File: src/include/sramc_pkg.sv
/*
  Package for the asynchronous static memory controller: timing figures,
  derived cycle counts, widths and state encoding.
  Assumes a 100 MHz system clock (10 ns period).
*/
package sramc_pkg;
  // ----------------------------------------------------------------------
  // clock and timing
  // ----------------------------------------------------------------------
  localparam int CLK_PERIOD_NS   = 10;
  localparam int T_POWER_US      = 100;
  localparam int T_RC_NS         = 10;
  localparam int T_AA_NS         = 10;
  localparam int T_DOE_NS        = 5;
  localparam int T_AW_NS         = 8;
  localparam int T_SD_NS         = 5;
  localparam int T_PWE_NS        = 7;
  localparam int T_BW_NS         = 7;
  localparam int T_HZ_NS         = 6;
  // least times round up to whole cycles, never below one
  localparam int POWER_CYC  = (T_POWER_US * 1000 + CLK_PERIOD_NS - 1)
                              / CLK_PERIOD_NS;
  localparam int READ_CYC   = (T_AA_NS + CLK_PERIOD_NS - 1) / CLK_PERIOD_NS;
  localparam int WRITE_CYC  = (T_AW_NS + CLK_PERIOD_NS - 1) / CLK_PERIOD_NS;
  localparam int TURN_CYC   = (T_HZ_NS + CLK_PERIOD_NS - 1) / CLK_PERIOD_NS;
  // ----------------------------------------------------------------------
  // widths
  // ----------------------------------------------------------------------
  localparam int ADDR_W = 16;
  localparam int DATA_W = 16;
  localparam int CNT_W  = 14;
  localparam logic [CNT_W-1:0] CNT_ZERO = 14'h0000;
  // ----------------------------------------------------------------------
  // state machine, gray along power-idle-read
  // ----------------------------------------------------------------------
  typedef enum logic [2:0] {
    ST_POWER = 3'h0,
    ST_IDLE  = 3'h1,
    ST_READ  = 3'h3,
    ST_WRITE = 3'h2,
    ST_TURN  = 3'h6
  } sramc_state_e;
endpackage : sramc_pkg

File: src/rtl/sramc_ctrl.sv
/*
  Host-side controller for a 64K x 16 asynchronous static memory.
  Takes single-word read and write requests on a user port and drives the
  memory pins. Assumes a 100 MHz clock, a synchronous active-high reset and
  that read data from the memory arrives synchronous to the clock.
*/
`timescale 1ns/1ns
`default_nettype none
module sramc_ctrl #(
  parameter int POWER_CYCLES = sramc_pkg::POWER_CYC
) (
  // clock and reset
  input  wire logic                          clk_sys,
  input  wire logic                          sys_rst,
  // user request
  input  wire logic                          req_valid,
  input  wire logic                          req_write,
  input  wire logic [sramc_pkg::ADDR_W-1:0]  req_addr,
  input  wire logic [sramc_pkg::DATA_W-1:0]  req_wdata,
  input  wire logic [1:0]                    req_lanes,
  output logic                               req_ready,
  // user answer
  output logic                               rsp_valid,
  output logic [sramc_pkg::DATA_W-1:0]       rsp_rdata,
  // memory pins
  output logic                               chip_select_n,
  output logic                               write_strobe_n,
  output logic                               output_gate_n,
  output logic                               low_lane_select_n,
  output logic                               high_lane_select_n,
  output logic [sramc_pkg::ADDR_W-1:0]       word_address,
  input  wire logic [sramc_pkg::DATA_W-1:0]  data_bus_in,
  output logic [sramc_pkg::DATA_W-1:0]       data_bus_out,
  output logic                               data_bus_oe
);
  // ----------------------------------------------------------------------
  // state and counters
  // ----------------------------------------------------------------------
  sramc_pkg::sramc_state_e state_reg, state_next;
  logic [sramc_pkg::CNT_W-1:0] cnt_reg, cnt_next;
  logic                        cnt_done;
  logic                        take_req;
  logic                        lanes_any;

  assign cnt_done  = (cnt_reg == sramc_pkg::CNT_ZERO);
  assign lanes_any = |req_lanes;
  assign take_req  = req_ready & req_valid & lanes_any;

  // ----------------------------------------------------------------------
  // next state
  // ----------------------------------------------------------------------
  always_comb begin
    state_next = state_reg;
    cnt_next   = cnt_done ? cnt_reg : cnt_reg - 14'h0001;
    unique case (state_reg)
      sramc_pkg::ST_POWER: begin
        if (cnt_done) begin
          state_next = sramc_pkg::ST_IDLE;
        end
      end
      sramc_pkg::ST_IDLE: begin
        if (take_req && req_write) begin
          state_next = sramc_pkg::ST_WRITE;
          cnt_next   = sramc_pkg::CNT_W'(sramc_pkg::WRITE_CYC - 1);
        end else if (take_req) begin
          state_next = sramc_pkg::ST_READ;
          cnt_next   = sramc_pkg::CNT_W'(sramc_pkg::READ_CYC);
        end
      end
      sramc_pkg::ST_READ: begin
        if (cnt_done) begin
          state_next = sramc_pkg::ST_TURN;
          cnt_next   = sramc_pkg::CNT_W'(sramc_pkg::TURN_CYC - 1);
        end
      end
      sramc_pkg::ST_WRITE: begin
        if (cnt_done) begin
          state_next = sramc_pkg::ST_IDLE;
        end
      end
      sramc_pkg::ST_TURN: begin
        if (cnt_done) begin
          state_next = sramc_pkg::ST_IDLE;
        end
      end
      default: begin
        state_next = sramc_pkg::ST_IDLE;
      end
    endcase
  end

  always_ff @(posedge clk_sys) begin
    if (sys_rst) begin
      state_reg <= sramc_pkg::ST_POWER;
      cnt_reg   <= sramc_pkg::CNT_W'(POWER_CYCLES - 1);
    end else begin
      state_reg <= state_next;
      cnt_reg   <= cnt_next;
    end
  end

  // ----------------------------------------------------------------------
  // pin drive, all from flops
  // ----------------------------------------------------------------------
  logic in_read_next, in_write_next, idle_next;
  assign idle_next     = (state_next == sramc_pkg::ST_IDLE);
  assign in_read_next  = (state_next == sramc_pkg::ST_READ);
  assign in_write_next = (state_next == sramc_pkg::ST_WRITE);

  always_ff @(posedge clk_sys) begin
    if (sys_rst) begin
      chip_select_n  <= 1'b1;
      write_strobe_n <= 1'b1;
      output_gate_n  <= 1'b1;
      data_bus_oe    <= 1'b0;
      req_ready      <= 1'b0;
    end else begin
      // select dropped between accesses so the memory idles in standby
      chip_select_n  <= ~(in_read_next | in_write_next);
      // strobe held high for all of a read; window ends on all edges at once
      write_strobe_n <= ~in_write_next;
      // gate opens only on reads, after our driver has been released
      output_gate_n  <= ~in_read_next;
      data_bus_oe    <= in_write_next;
      req_ready      <= idle_next;
    end
  end

  always_ff @(posedge clk_sys) begin
    if (sys_rst) begin
      low_lane_select_n  <= 1'b1;
      high_lane_select_n <= 1'b1;
      word_address       <= 16'h0000;
      data_bus_out       <= 16'h0000;
    end else if (take_req) begin
      // address, data and lanes launch with the controls: setup to write
      // end is then the whole pulse, and no hold is needed after it
      low_lane_select_n  <= ~req_lanes[0];
      high_lane_select_n <= ~req_lanes[1];
      word_address       <= req_addr;
      data_bus_out       <= req_wdata;
    end else if (state_next == sramc_pkg::ST_IDLE) begin
      low_lane_select_n  <= 1'b1;
      high_lane_select_n <= 1'b1;
    end
  end

  // read data captured one cycle after access time elapsed
  always_ff @(posedge clk_sys) begin
    if (sys_rst) begin
      rsp_valid <= 1'b0;
      rsp_rdata <= 16'h0000;
    end else begin
      rsp_valid <= 1'b0;
      if (state_reg == sramc_pkg::ST_READ && cnt_done) begin
        rsp_valid <= 1'b1;
        rsp_rdata <= data_bus_in;
      end
    end
  end

  // ----------------------------------------------------------------------
  // assertions
  // ----------------------------------------------------------------------
  AST_NO_ACCESS_IN_POWERUP: assert property (@(posedge clk_sys)
    disable iff (sys_rst) (state_reg == sramc_pkg::ST_POWER) |-> chip_select_n)
    else $error("memory selected during power-up wait");
  AST_READ_STROBE_HIGH: assert property (@(posedge clk_sys)
    disable iff (sys_rst) !output_gate_n |-> write_strobe_n)
    else $error("strobe low while gate open");
  AST_NO_CONTENTION: assert property (@(posedge clk_sys)
    disable iff (sys_rst) !(data_bus_oe && !output_gate_n))
    else $error("bus driven while memory outputs enabled");
  AST_WRITE_WIDTH: assert property (@(posedge clk_sys)
    disable iff (sys_rst) $rose(write_strobe_n) |->
      $past(!low_lane_select_n || !high_lane_select_n))
    else $error("lane released before write end");
  AST_WRITE_WINDOW: assert property (@(posedge clk_sys)
    disable iff (sys_rst) !write_strobe_n |->
      !chip_select_n && !(low_lane_select_n && high_lane_select_n))
    else $error("strobe low without select and lane");
  AST_READ_TIME: assert property (@(posedge clk_sys)
    disable iff (sys_rst) $fell(output_gate_n) |-> ##2 rsp_valid)
    else $error("read answer not at access time");
  AST_DATA_STABLE: assert property (@(posedge clk_sys)
    disable iff (sys_rst) $rose(write_strobe_n) |-> $stable(data_bus_out)
      && $stable(word_address))
    else $error("address or data moved inside write");
  AST_STANDBY_IDLE: assert property (@(posedge clk_sys)
    disable iff (sys_rst) req_ready |-> chip_select_n)
    else $error("memory selected while idle");
  AST_TURN_GAP: assert property (@(posedge clk_sys)
    disable iff (sys_rst) $rose(output_gate_n) |-> !data_bus_oe)
    else $error("bus driven right after read");
  COV_READ: cover property (@(posedge clk_sys) rsp_valid);
  COV_WRITE: cover property (@(posedge clk_sys) $fell(write_strobe_n));
  COV_BYTE_WRITE: cover property (@(posedge clk_sys)
    !write_strobe_n && high_lane_select_n);
endmodule : sramc_ctrl
`default_nettype wire
File: config.mk
export PLATFORM = sky130hd
export DESIGN_NAME = sramc_ctrl
export DESIGN_NICKNAME = d
export VERILOG_FILES = /design/src/include/sramc_pkg.sv /design/src/rtl/sramc_ctrl.sv
export SDC_FILE = /design/constraint.sdc
export NUM_CORES = 1
export LEC_CHECK = 0
export BUFFER_PORTS_ARGS = -buffer_cell sky130_fd_sc_hd__buf_4
export CORE_UTILIZATION = 45
export CTS_BUF_LIST = sky130_fd_sc_hd__clkbuf_16
export DETAILED_ROUTE_END_ITERATION = 10
export GPL_ROUTABILITY_DRIVEN = 0
export GPL_TIMING_DRIVEN = 0
export PLACE_DENSITY = 0.74
export RECOVER_POWER = 100
export SLEW_MARGIN = 15
export SYNTH_ARGS = -nofsm -noshare
export SYNTH_HDL_FRONTEND = slang
export SYNTH_SLANG_ARGS = --single-unit
File: constraint.sdc
create_clock -name clk_sys -period 3.1 [get_ports clk_sys]
set_clock_uncertainty 0.15 [all_clocks]
set_input_delay 0.155 -clock clk_sys [delete_from_list [all_inputs] [get_ports clk_sys]]
set_output_delay 0.155 -clock clk_sys [all_outputs]
set_load 0.01 [all_outputs]
==> results.md, run 1 <==
- Normalized max-slew margin: 56.1%
- IO Pins: 110
- CTS Buf Count: 9
- CTS Buffer Depth: 2
- Worst slew pin tran: approximately 660 ps
- Syn Nets: approximately 400
- Syn_area_per_cell: 8.53 um^2
- Detail Placement HPWL: ~5700 um
- Initial antenna violation count: 0
- Final WL: between 9000 and 10,000 um
- Share of the synthesized area in the top cell type: 49.3%
- Yosys top cell by area: dfxtp_1
- Drt first pass iters: 4
- Max Slew Vio Count: 0
- WP data required: roughly 3100 ps
- Final setup violation count: 0
- Largest net degree at the start of global routing: 12
- ANT cells: 0
- Tmin final: roughly 2900 ps
- Max IR drop VDD: 397 uV
- Max layer used: met4
- Tot GR Track Use: between 20% and 30%
- Fmax: between 300 and 400 MHz
- Hold Path Class: in -> reg
- Clock latency on the worst-skew pair: 330 ps
- Starting density of the core: 46.6%
- Iteration-0 DRC count of the detailed router: 145
- Synth top area cells: dfxtp_1 49%, a21oi_1 9.1%, nand2_1 8.9%
- FF+latch count, synth: 73
- FP Rows: 29
- Syn Std Cell Area: 0.00296 mm^2
- Clock slew at reported path FFs: roughly 50 ps
- Crit path DAT: approximately 2900 ps
- H-tree level count: 3
- Storage cell area: 0.00146 mm^2
- Post_cts resized: 0
- Post-Layout Cell Count: around 600
- Post-synth EDFFs: 0
- Fill count: 529
- Share of cells above drive strength 1: about 15%
- Register area share after synthesis: between 40% and 50%
- Distinct cell type count after synthesis: 49
- Clock Tree Root: clkbuf_16
- DIE HEIGHT: around 83 um
- Placed insts: roughly 530
- Metal3 WL: 507 um
- Core area: about 0.0063 mm^2
- Top_reg_cell synth: dfxtp_1
- PortBufs: about 110
- Worst setup SP type: flop
- TNS Setup: 0 ps
- # nets final: approximately 580
- Crit Path Max Fanout: 10
- Final Cycle Share: between 90% and 100%
- Most common cell in the synthesized netlist: dfxtp_1
- Outcome: complete, no violations
- Vias per cell: approximately 5.4
- P&R area growth vs syn: 50.7%
- Worst R2R Start: cnt_reg[0]
- Total die area: just under 0.007 mm^2
- Final ANT Viol Nets: 0
- Setup Crit Path Kind: reg -> reg
- Post-synth top cells: 73 x dfxtp_1, 70 x nand2_1, 54 x a21oi_1, 25 x o21ai_0
- Detailed-route DRC error count: 0
- Multi-input gate area: between 0.001 and 0.0015 mm^2
- Final hold violations: 0
- Ys async rst share: 0%
- CP Capture Type: flop
- Ys Warns: 0
- Cell count after synthesis: between 300 and 400
- Vias: 3,225
- CP Launch Point: cnt_reg[0]
- GRT Residual Overflow: 0
- Top flop regs: data_bus_out (16), rsp_rdata (16), word_address (16)
- CTS Sinks: 73
- CTS tree: built
- Max_cap viols: 0
- RSZ-0062 raised after global routing: no
- Chip Width: ~83 um
- Vias in the first global route: 3,239
- Met1 wire length: about 3900 um
- Drt wl/cell: 15.3 um
- Static leakage: ~1.6 nW
- Met2 wire length: between 4000 and 5000 um
- Hold_sp: req_valid
- Power per Cell Area: roughly 480 mW/mm^2
- First-pass GRT wire length: 15,000 um
-- what timing repair did --
item | 4_1_cts | 5_1_grt
hold buffers | 52 | 0
endpoints found under the hold margin | 53 | 0
buffers inserted | 0 | 0
endpoints found under the setup margin | 0 | 1
-- where the power goes --
part | internal, mW | total, mW | switching [mW]
Clock | 0.688 | 1.06 | 0.370
Sequential | 0.943 | 0.947 | 0.00430
Combinational | 0.0962 | 0.148 | 0.0517
-- cells by family (layout without fill, tap and decap cells) --
kind of cell | count (synthesis) | in the layout | synth area share [%]
compound gates | 113 | 113 | 22.7
xor+xnor | 1 | 1 | 0.296
fa+ha+maj | 3 | 3 | 1.27
buf+inv | 30 | 205 | 5.11
flops | 73 | 73 | 49.3
mux | 3 | 3 | 1.10
simple gates | 124 | 124 | 20.2
-- cell usage in the layout (no fill, tap or decap), types with 4 or more instances in the layout --
| cell type | instances |
|---|---|
| clkbuf_1 | 77 |
| dfxtp_1 | 73 |
| nand2_1 | 70 |
| a21oi_1 | 54 |
| buf_4 | 52 |
| dlygate4sd3_1 | 52 |
| o21ai_0 | 25 |
| nand3_1 | 18 |
| clkbuf_16 | 9 |
| or4_1 | 6 |
| inv_1 | 5 |
| or3_1 | 5 |
| nor2_1 | 5 |
| o31ai_1 | 5 |
| a21o_1 | 5 |
| nor3_1 | 4 |
-- area by class of cell --
| type | count | share of cell area, % |
|---|---|---|
| well taps | 77 | 2.16 |
| clock buffers | 9 | 5.04 |
| multi-input cells | 244 | 30.1 |
| clock inverters | 5 | 1.63 |
| inverters | 6 | 0.504 |
| repair buffers | 161 | 25.1 |
| flip-flops and latches | 73 | 32.7 |
| plain buffers | 24 | 2.72 |
-- routing by layer --
layer,vias to the layer above,GRT usage [%]
li1,1574,-
met1,1521,31.4
met2,110,46.7
met3,20,6.26
met4,0,12.9
met5,-,0
-- path summary, 6_finish.rpt --
check | to | slack [ps] | depth (start not counted)
min | high_lane_select_n | 50 | 3
max | cnt_reg[0] | 240 | 10
max reg2reg | cnt_reg[0] | 240 | 10
min reg2reg | data_bus_out[7] | 300 | 2
-- worst max-delay path, stage by stage (launching register included) --
cell and delay, ps:
dfxtp_1 330, inv_1 120, ha_1 160, or4b_1 530
nor4_4 410, inv_2 140, buf_2 210, ha_1 310
nor2_1 50, o21ai_0 180, o2111ai_1 130
-- through the flow --
| step | total power, mW | setup slack [ps] | area (um^2) | util (%) | hold WS, ps |
|---|---|---|---|---|---|
| after floorplan | 0.996 | 572 | 2960 | - | 95.3 |
| after global placement | 1.06 | 252 | 3880 | 61.0 | 199 |
| after detailed placement | 1.06 | 198 | 3880 | 61.0 | 209 |
| after CTS | 2.16 | 173 | 4690 | 73.9 | 41.0 |
| after global routing | 2.21 | 42.4 | 4460 | 70.3 | 83.2 |
| final | 2.15 | 241 | 4460 | 70.3 | 49.5 |
Power figures use the tool's default switching activity.
==> run 2, diff against run 1 <==
--- a/config.mk
+++ b/config.mk
@@ -11,7 +11,7 @@
 export DETAILED_ROUTE_END_ITERATION = 10
 export GPL_ROUTABILITY_DRIVEN = 0
 export GPL_TIMING_DRIVEN = 0
-export PLACE_DENSITY = 0.74
+export PLACE_DENSITY = 0.78
 export RECOVER_POWER = 100
 export SLEW_MARGIN = 15
 export SYNTH_ARGS = -nofsm -noshare
==> run 2 against run 1 <==
- cell count up 0.50%
- register-to-register slack worse by 80 ps
- first-iteration DRC count increased by 14%
- combinational power hardly changed
- largest cell class unchanged
- total power shrank 1.5%
- sequential power hardly changed
- worst setup slack got worse by 82 ps
- hold slack better by 22 ps
- highest routed layer unchanged
- die area stayed put
==> results.md, run 2 (synthesis results as in run 1) <==
- Most common cell after layout, fill and taps aside: clkbuf_1
- CTS Sinks: 73
- Dpl ws: ~240 ps
- Worst slew pin tran: just under 700 ps
- Critical path, cell by cell: inv_1 -> ha_1 -> or4b_1 -> nor4_4 -> inv_2 -> buf_2 -> ha_1 -> nor2_1 -> o21ai_0 -> o2111ai_1
- CP Capture Type: flop
- Drt wl/cell: between 15 and 20 um
- Vias in the first global route: about 3,300
- Core area: between 0.006 and 0.007 mm^2
- Slowest cell on the critical path: or4b_1
- Hold Path Class: in -> reg
- Vias per cell: between 5 and 6
- Detail Placement HPWL: between 5000 and 6000 um
- Vias: 3,320
- Post-route cell area: around 0.0045 mm^2
- Crit Path Max Fanout: 10
- H-tree level count: 3
- RSZ-0062 raised after global routing: no
- Max Slew Vio Count: 0
- Iteration-0 DRC count of the detailed router: approximately 170
- GRT Residual Overflow: 0
- Chip Width: 83.1 um
- Setup Crit Path Kind: reg -> reg
- Crit path DAT: ~3000 ps
- Initial antenna violation count: 0
- Max IR drop VDD: just over 400 uV
- Outcome: complete, no violations
- Most numerous cell on the critical path: ha_1
- FP Rows: 29
- Crit path max-delay family: simple AND/OR/NAND/NOR gates
- Clock latency on the worst-skew pair: 330 ps
- Tot GR Track Use: 27.8%
- Static leakage: around 1.6 nW
- Final hold violations: 0
- Final setup violation count: 0
- DIE HEIGHT: 83.1 um
- Max_cap viols: 0
- Total die area: 0.00691 mm^2
- Clock slew at reported path FFs: around 60 ps
- Starting density of the core: 46.6%
- Fmax: about 340 MHz
- Worst setup SP type: flop
- Tmin final: 2940 ps
- IO Pins: 110
- PortBufs: roughly 110
- CTS Buffer Depth: 2
- Final Cycle Share: a little over nine tenths
- P&R area growth vs syn: 50.9%
- First-pass GRT wire length: between 15,000 and 20,000 um
- CP bufs+invs: 3
- # nets final: roughly 580
- Final WL: 9580 um
- Largest net degree at the start of global routing: 14
- Share of cells above drive strength 1: between 15 and 20%
- Pwr Total: between 2 and 2.5 mW
- CTS Buf Count: 9
- Normalized max-slew margin: 54.5%
- Placed cell areas: 0.00388 mm^2
- Clock Tree Root: clkbuf_16
- Power per Cell Area: roughly 470 mW/mm^2
- WP data required: about 3100 ps
- Detailed-route DRC error count: 0
- TNS Setup: 0 ps
- Drt first pass iters: 5
- Final ANT Viol Nets: 0
- Highest-count cells in the layout ignoring fill and taps: 76 x clkbuf_1, 73 x dfxtp_1, 70 x nand2_1
- ANT cells: 0
- Top flop regs: data_bus_out (16), rsp_rdata (16), word_address (16)
- Largest stage delay, worst path: roughly 520 ps
- CTS tree: built
- Worst setup margin: 159 ps
-- run 2: changes by cell type in the layout (fill, tap and decap cells not counted), sizes merged --
cell	change
clkinvlp	+2
dlygate4sd3	+1
clkinv	-1
inv	+2
bufinv	-1
-- run 2: worst reg2reg max path: stages, from the launching register on --
cell and delay (ps):
dfxtp_1 320, inv_1 120, ha_1 150, or4b_1 520
nor4_4 460, inv_2 150, buf_2 220, ha_1 300
nor2_1 40, o21ai_0 200, o2111ai_1 160
-- run 2: cell type report --
class | instances | area, um^2
clock inverter | 7 | 70.1
multi-input combinational | 244 | 1340
inverter | 6 | 22.5
clock buffer | 9 | 225
timing repair buffer | 162 | 1130
sequential | 73 | 1460
tap | 77 | 96.3
fill | 526 | 1880
buffer | 24 | 114
-- run 2: path summary, 6_finish.rpt --
check,from,end,slack [ps],cells past startpoint
setup / recovery,cnt_reg[0],cnt_reg[0],160,10
setup reg to reg,cnt_reg[0],cnt_reg[0],160,10
hold reg to reg,word_address[3],word_address[3],300,2
hold / removal,req_valid,low_lane_select_n,70,3
-- run 2: timing repair --
action,CTS,global route
setup buffers,0,0
hold endpoints to repair,52,0
hold buffers,53,0
resized for setup,0,0
-- run 2: routing by layer --
layer | global-route usage [%] | part of all wire, % | up-vias
met5 | 0 | 0 | -
met2 | 48.1 | 50 | 160
li1 | - | - | 1580
met3 | 8.65 | 7.5 | 17
met1 | 32.0 | 40 | 1563
met4 | 10.3 | 2.0 | 0
-- run 2: per-stage QoR --
| stage | utilization, % | cells | hold WS (ps) |
|---|---|---|---|
| floorplan | - | 347 | 95.3 |
| global placement | 61.0 | 533 | 208 |
| detailed placement | 61.0 | 533 | 210 |
| CTS | 74.0 | 602 | 61.9 |
| global route | 70.4 | 602 | 84.1 |
| finish | 70.4 | 602 | 71.0 |
-- run 2: where the power goes --
| part | switching (mW) | total, mW | internal, mW |
|---|---|---|---|
| combinational | 0.0528 | 0.149 | 0.0966 |
| clock | 0.404 | 1.03 | 0.621 |
| sequential | 0.00331 | 0.946 | 0.942 |
| total | 0.460 | 2.12 | 1.66 |
==> run 3, diff against run 2 <==
--- a/config.mk
+++ b/config.mk
@@ -6,8 +6,9 @@
 export NUM_CORES = 1
 export LEC_CHECK = 0
 export BUFFER_PORTS_ARGS = -buffer_cell sky130_fd_sc_hd__buf_4
+export CAP_MARGIN = 25
 export CORE_UTILIZATION = 45
-export CTS_BUF_LIST = sky130_fd_sc_hd__clkbuf_16
+export CTS_BUF_LIST = sky130_fd_sc_hd__clkbuf_4
 export DETAILED_ROUTE_END_ITERATION = 10
 export GPL_ROUTABILITY_DRIVEN = 0
 export GPL_TIMING_DRIVEN = 0
==> run 3 against run 2 <==
- routed wire length is 2.4% lower
- utilization is 2.1 points lower
- non-clock buffer count is 2 higher
- sequential cell count stayed put
- largest cell class unchanged
- largest power group is now registers
==> results.md, run 3 (synthesis results as in run 1) <==
- Outcome: complete, no violations
- CP Capture Type: flop
- Static leakage: roughly 1.6 nW
- Clock power share: 36.0%
- TNS Setup: 0 ps
- Final setup violation count: 0
- Vias per cell: ~5.4
- Iteration-0 DRC count of the detailed router: 245
- WP data required: 3320 ps
- Fmax: around 340 MHz
- CTS Sinks: 73
- Seq pwr share: between 50% and 60%
- PortBufs: roughly 110
- Combinational share of power: under 10%
- RSZ-0062 raised after global routing: no
- IO Pins: 110
- Setup Crit Path Kind: reg -> reg
- Clock latency on the worst-skew pair: about 410 ps
- Vias in the first global route: 3,243
- Post-cts hold buffer count: 55
- Clock Tree Root: clkbuf_4
- CTS Buf Count: 9
- Setup Fix Bufs, Post-CTS: 0
- H-tree level count: 3
- CTS tree: built
- Share of cells above drive strength 1: ~15%
- Clock slew at reported path FFs: 130 ps
- Max_cap viols: 0
- Top flop regs: data_bus_out (16), rsp_rdata (16), word_address (16)
- Starting density of the core: a little under half
- Placed insts: 533
- Max IR drop VDD: ~400 uV
- Drt wl/cell: about 15 um
- Drt first pass iters: 5
- Final WL: about 9400 um
- FP Rows: 29
- Total die area: 0.00691 mm^2
- Detail Placement HPWL: about 5700 um
- P&R area growth vs syn: 46.3%
- # nets final: 579
- Vias: about 3,300
- Largest net degree at the start of global routing: 14
- CTS Buffer Depth: 2
- Worst setup SP type: flop
- Initial antenna violation count: 0
- DIE HEIGHT: 83.1 um
- Final ANT Viol Nets: 0
- Final hold violations: 0
- Power per Cell Area: 394 mW/mm^2
- Crit Path Max Fanout: 6
- Post_cts resized: 0
- GRT Residual Overflow: 0
- Most common cell after layout, fill and taps aside: clkbuf_1
- NetSw: about 410 uW
- Post-Layout Cell Count: just over 600
- Core area: around 0.0063 mm^2
- Switching Share: roughly 24%
- Hold Path Class: in -> reg
- Max Slew Vio Count: 0
- Largest stage delay, worst path: approximately 570 ps
- Tmin final: a little under 3000 ps
- Normalized max-slew margin: 53.5%
- Slowest cell on the critical path: dlygate4sd3_1
- Chip Width: between 80 and 90 um
- Cell-internal power: roughly 1.3 mW
- Worst slew pin tran: 695 ps
- Final Cycle Share: 94.7%
- Crit path DAT: about 3200 ps
- Critical path, cell by cell: inv_1 -> ha_1 -> or4b_1 -> nor4_4 -> inv_2 -> o211ai_1 -> a2bb2oi_1 -> dlygate4sd3_1
- First-pass GRT wire length: roughly 15,000 um
- Tot GR Track Use: about 27%
- ANT cells: 0
- Detailed-route DRC error count: 0
- Highest-count cells in the layout ignoring fill and taps: 76 x clkbuf_1, 73 x dfxtp_1, 70 x nand2_1
==> run 3: cell count changes in the layout (fill, tap and decap cells not counted), sizes merged <==
cell         before  now
dlygate4sd3      53   55
buf              56   57
inv               8    7
==> run 3: stage by stage <==
stage | util, % | instance area (um^2) | total power [mW] | setup slack [ps] | hold slack (ps)
floorplan | - | 2960 | 0.996 | 572 | 95.3
global placement | 61.0 | 3880 | 1.06 | 226 | 208
detailed placement | 61.0 | 3880 | 1.06 | 239 | 210
CTS | 71.9 | 4570 | 1.72 | 172 | 180
global route | 68.3 | 4330 | 1.77 | 18.3 | 205
finish | 68.3 | 4330 | 1.71 | 163 | 206
==> run 3: cell type report <==
cell class	count	area, um^2
sequential	73	1460
buffer	24	114
clock inverter	6	66.3
tap	77	96.3
fill	551	2020
clock buffer	10	75.1
inverter	6	22.5
multi-input combinational	244	1340
timing repair buffer	164	1150
==> run 3: metal layers <==
| layer | up-vias | track usage, % | part of all wire (%) |
|---|---|---|---|
| met2 | 153 | 46.2 | 50 |
| met5 | - | 0 | 0 |
| met3 | 26 | 6.56 | 6.6 |
| li1 | 1576 | - | - |
| met1 | 1523 | 31.6 | 41 |
| met4 | 0 | 12.7 | 2.5 |
==> run 3: power by group through the flow <==
stage          Clock (mW)  Combinational (mW)  Sequential, mW
2_1_floorplan           0              0.0299           0.966
3_3_place_gp            0              0.0908           0.966
3_5_place_dp            0              0.0924           0.966
4_1_cts             0.626               0.146           0.946
5_1_grt             0.669               0.157           0.947
6_report            0.614               0.148           0.945
==> run 3: critical path: cells and delay by family (launching register included) <==
kind	cells	cell delay (ps)
AO/OA/AOI/OAI	2	430
flip-flops	1	340
adder cells (fa/ha/maj)	1	150
buffers and inverters	3	840
AND/OR/NAND/NOR	2	970
==> run 3: final timing paths <==
kind	startpoint	end	slack (ps)	depth (start not counted)
setup / recovery	cnt_reg[0]	low_lane_select_n	160	8
hold / removal	req_valid	data_bus_out[6]	210	4
setup reg to reg	cnt_reg[0]	low_lane_select_n	160	8
hold reg to reg	word_address[11]	word_address[11]	310	2
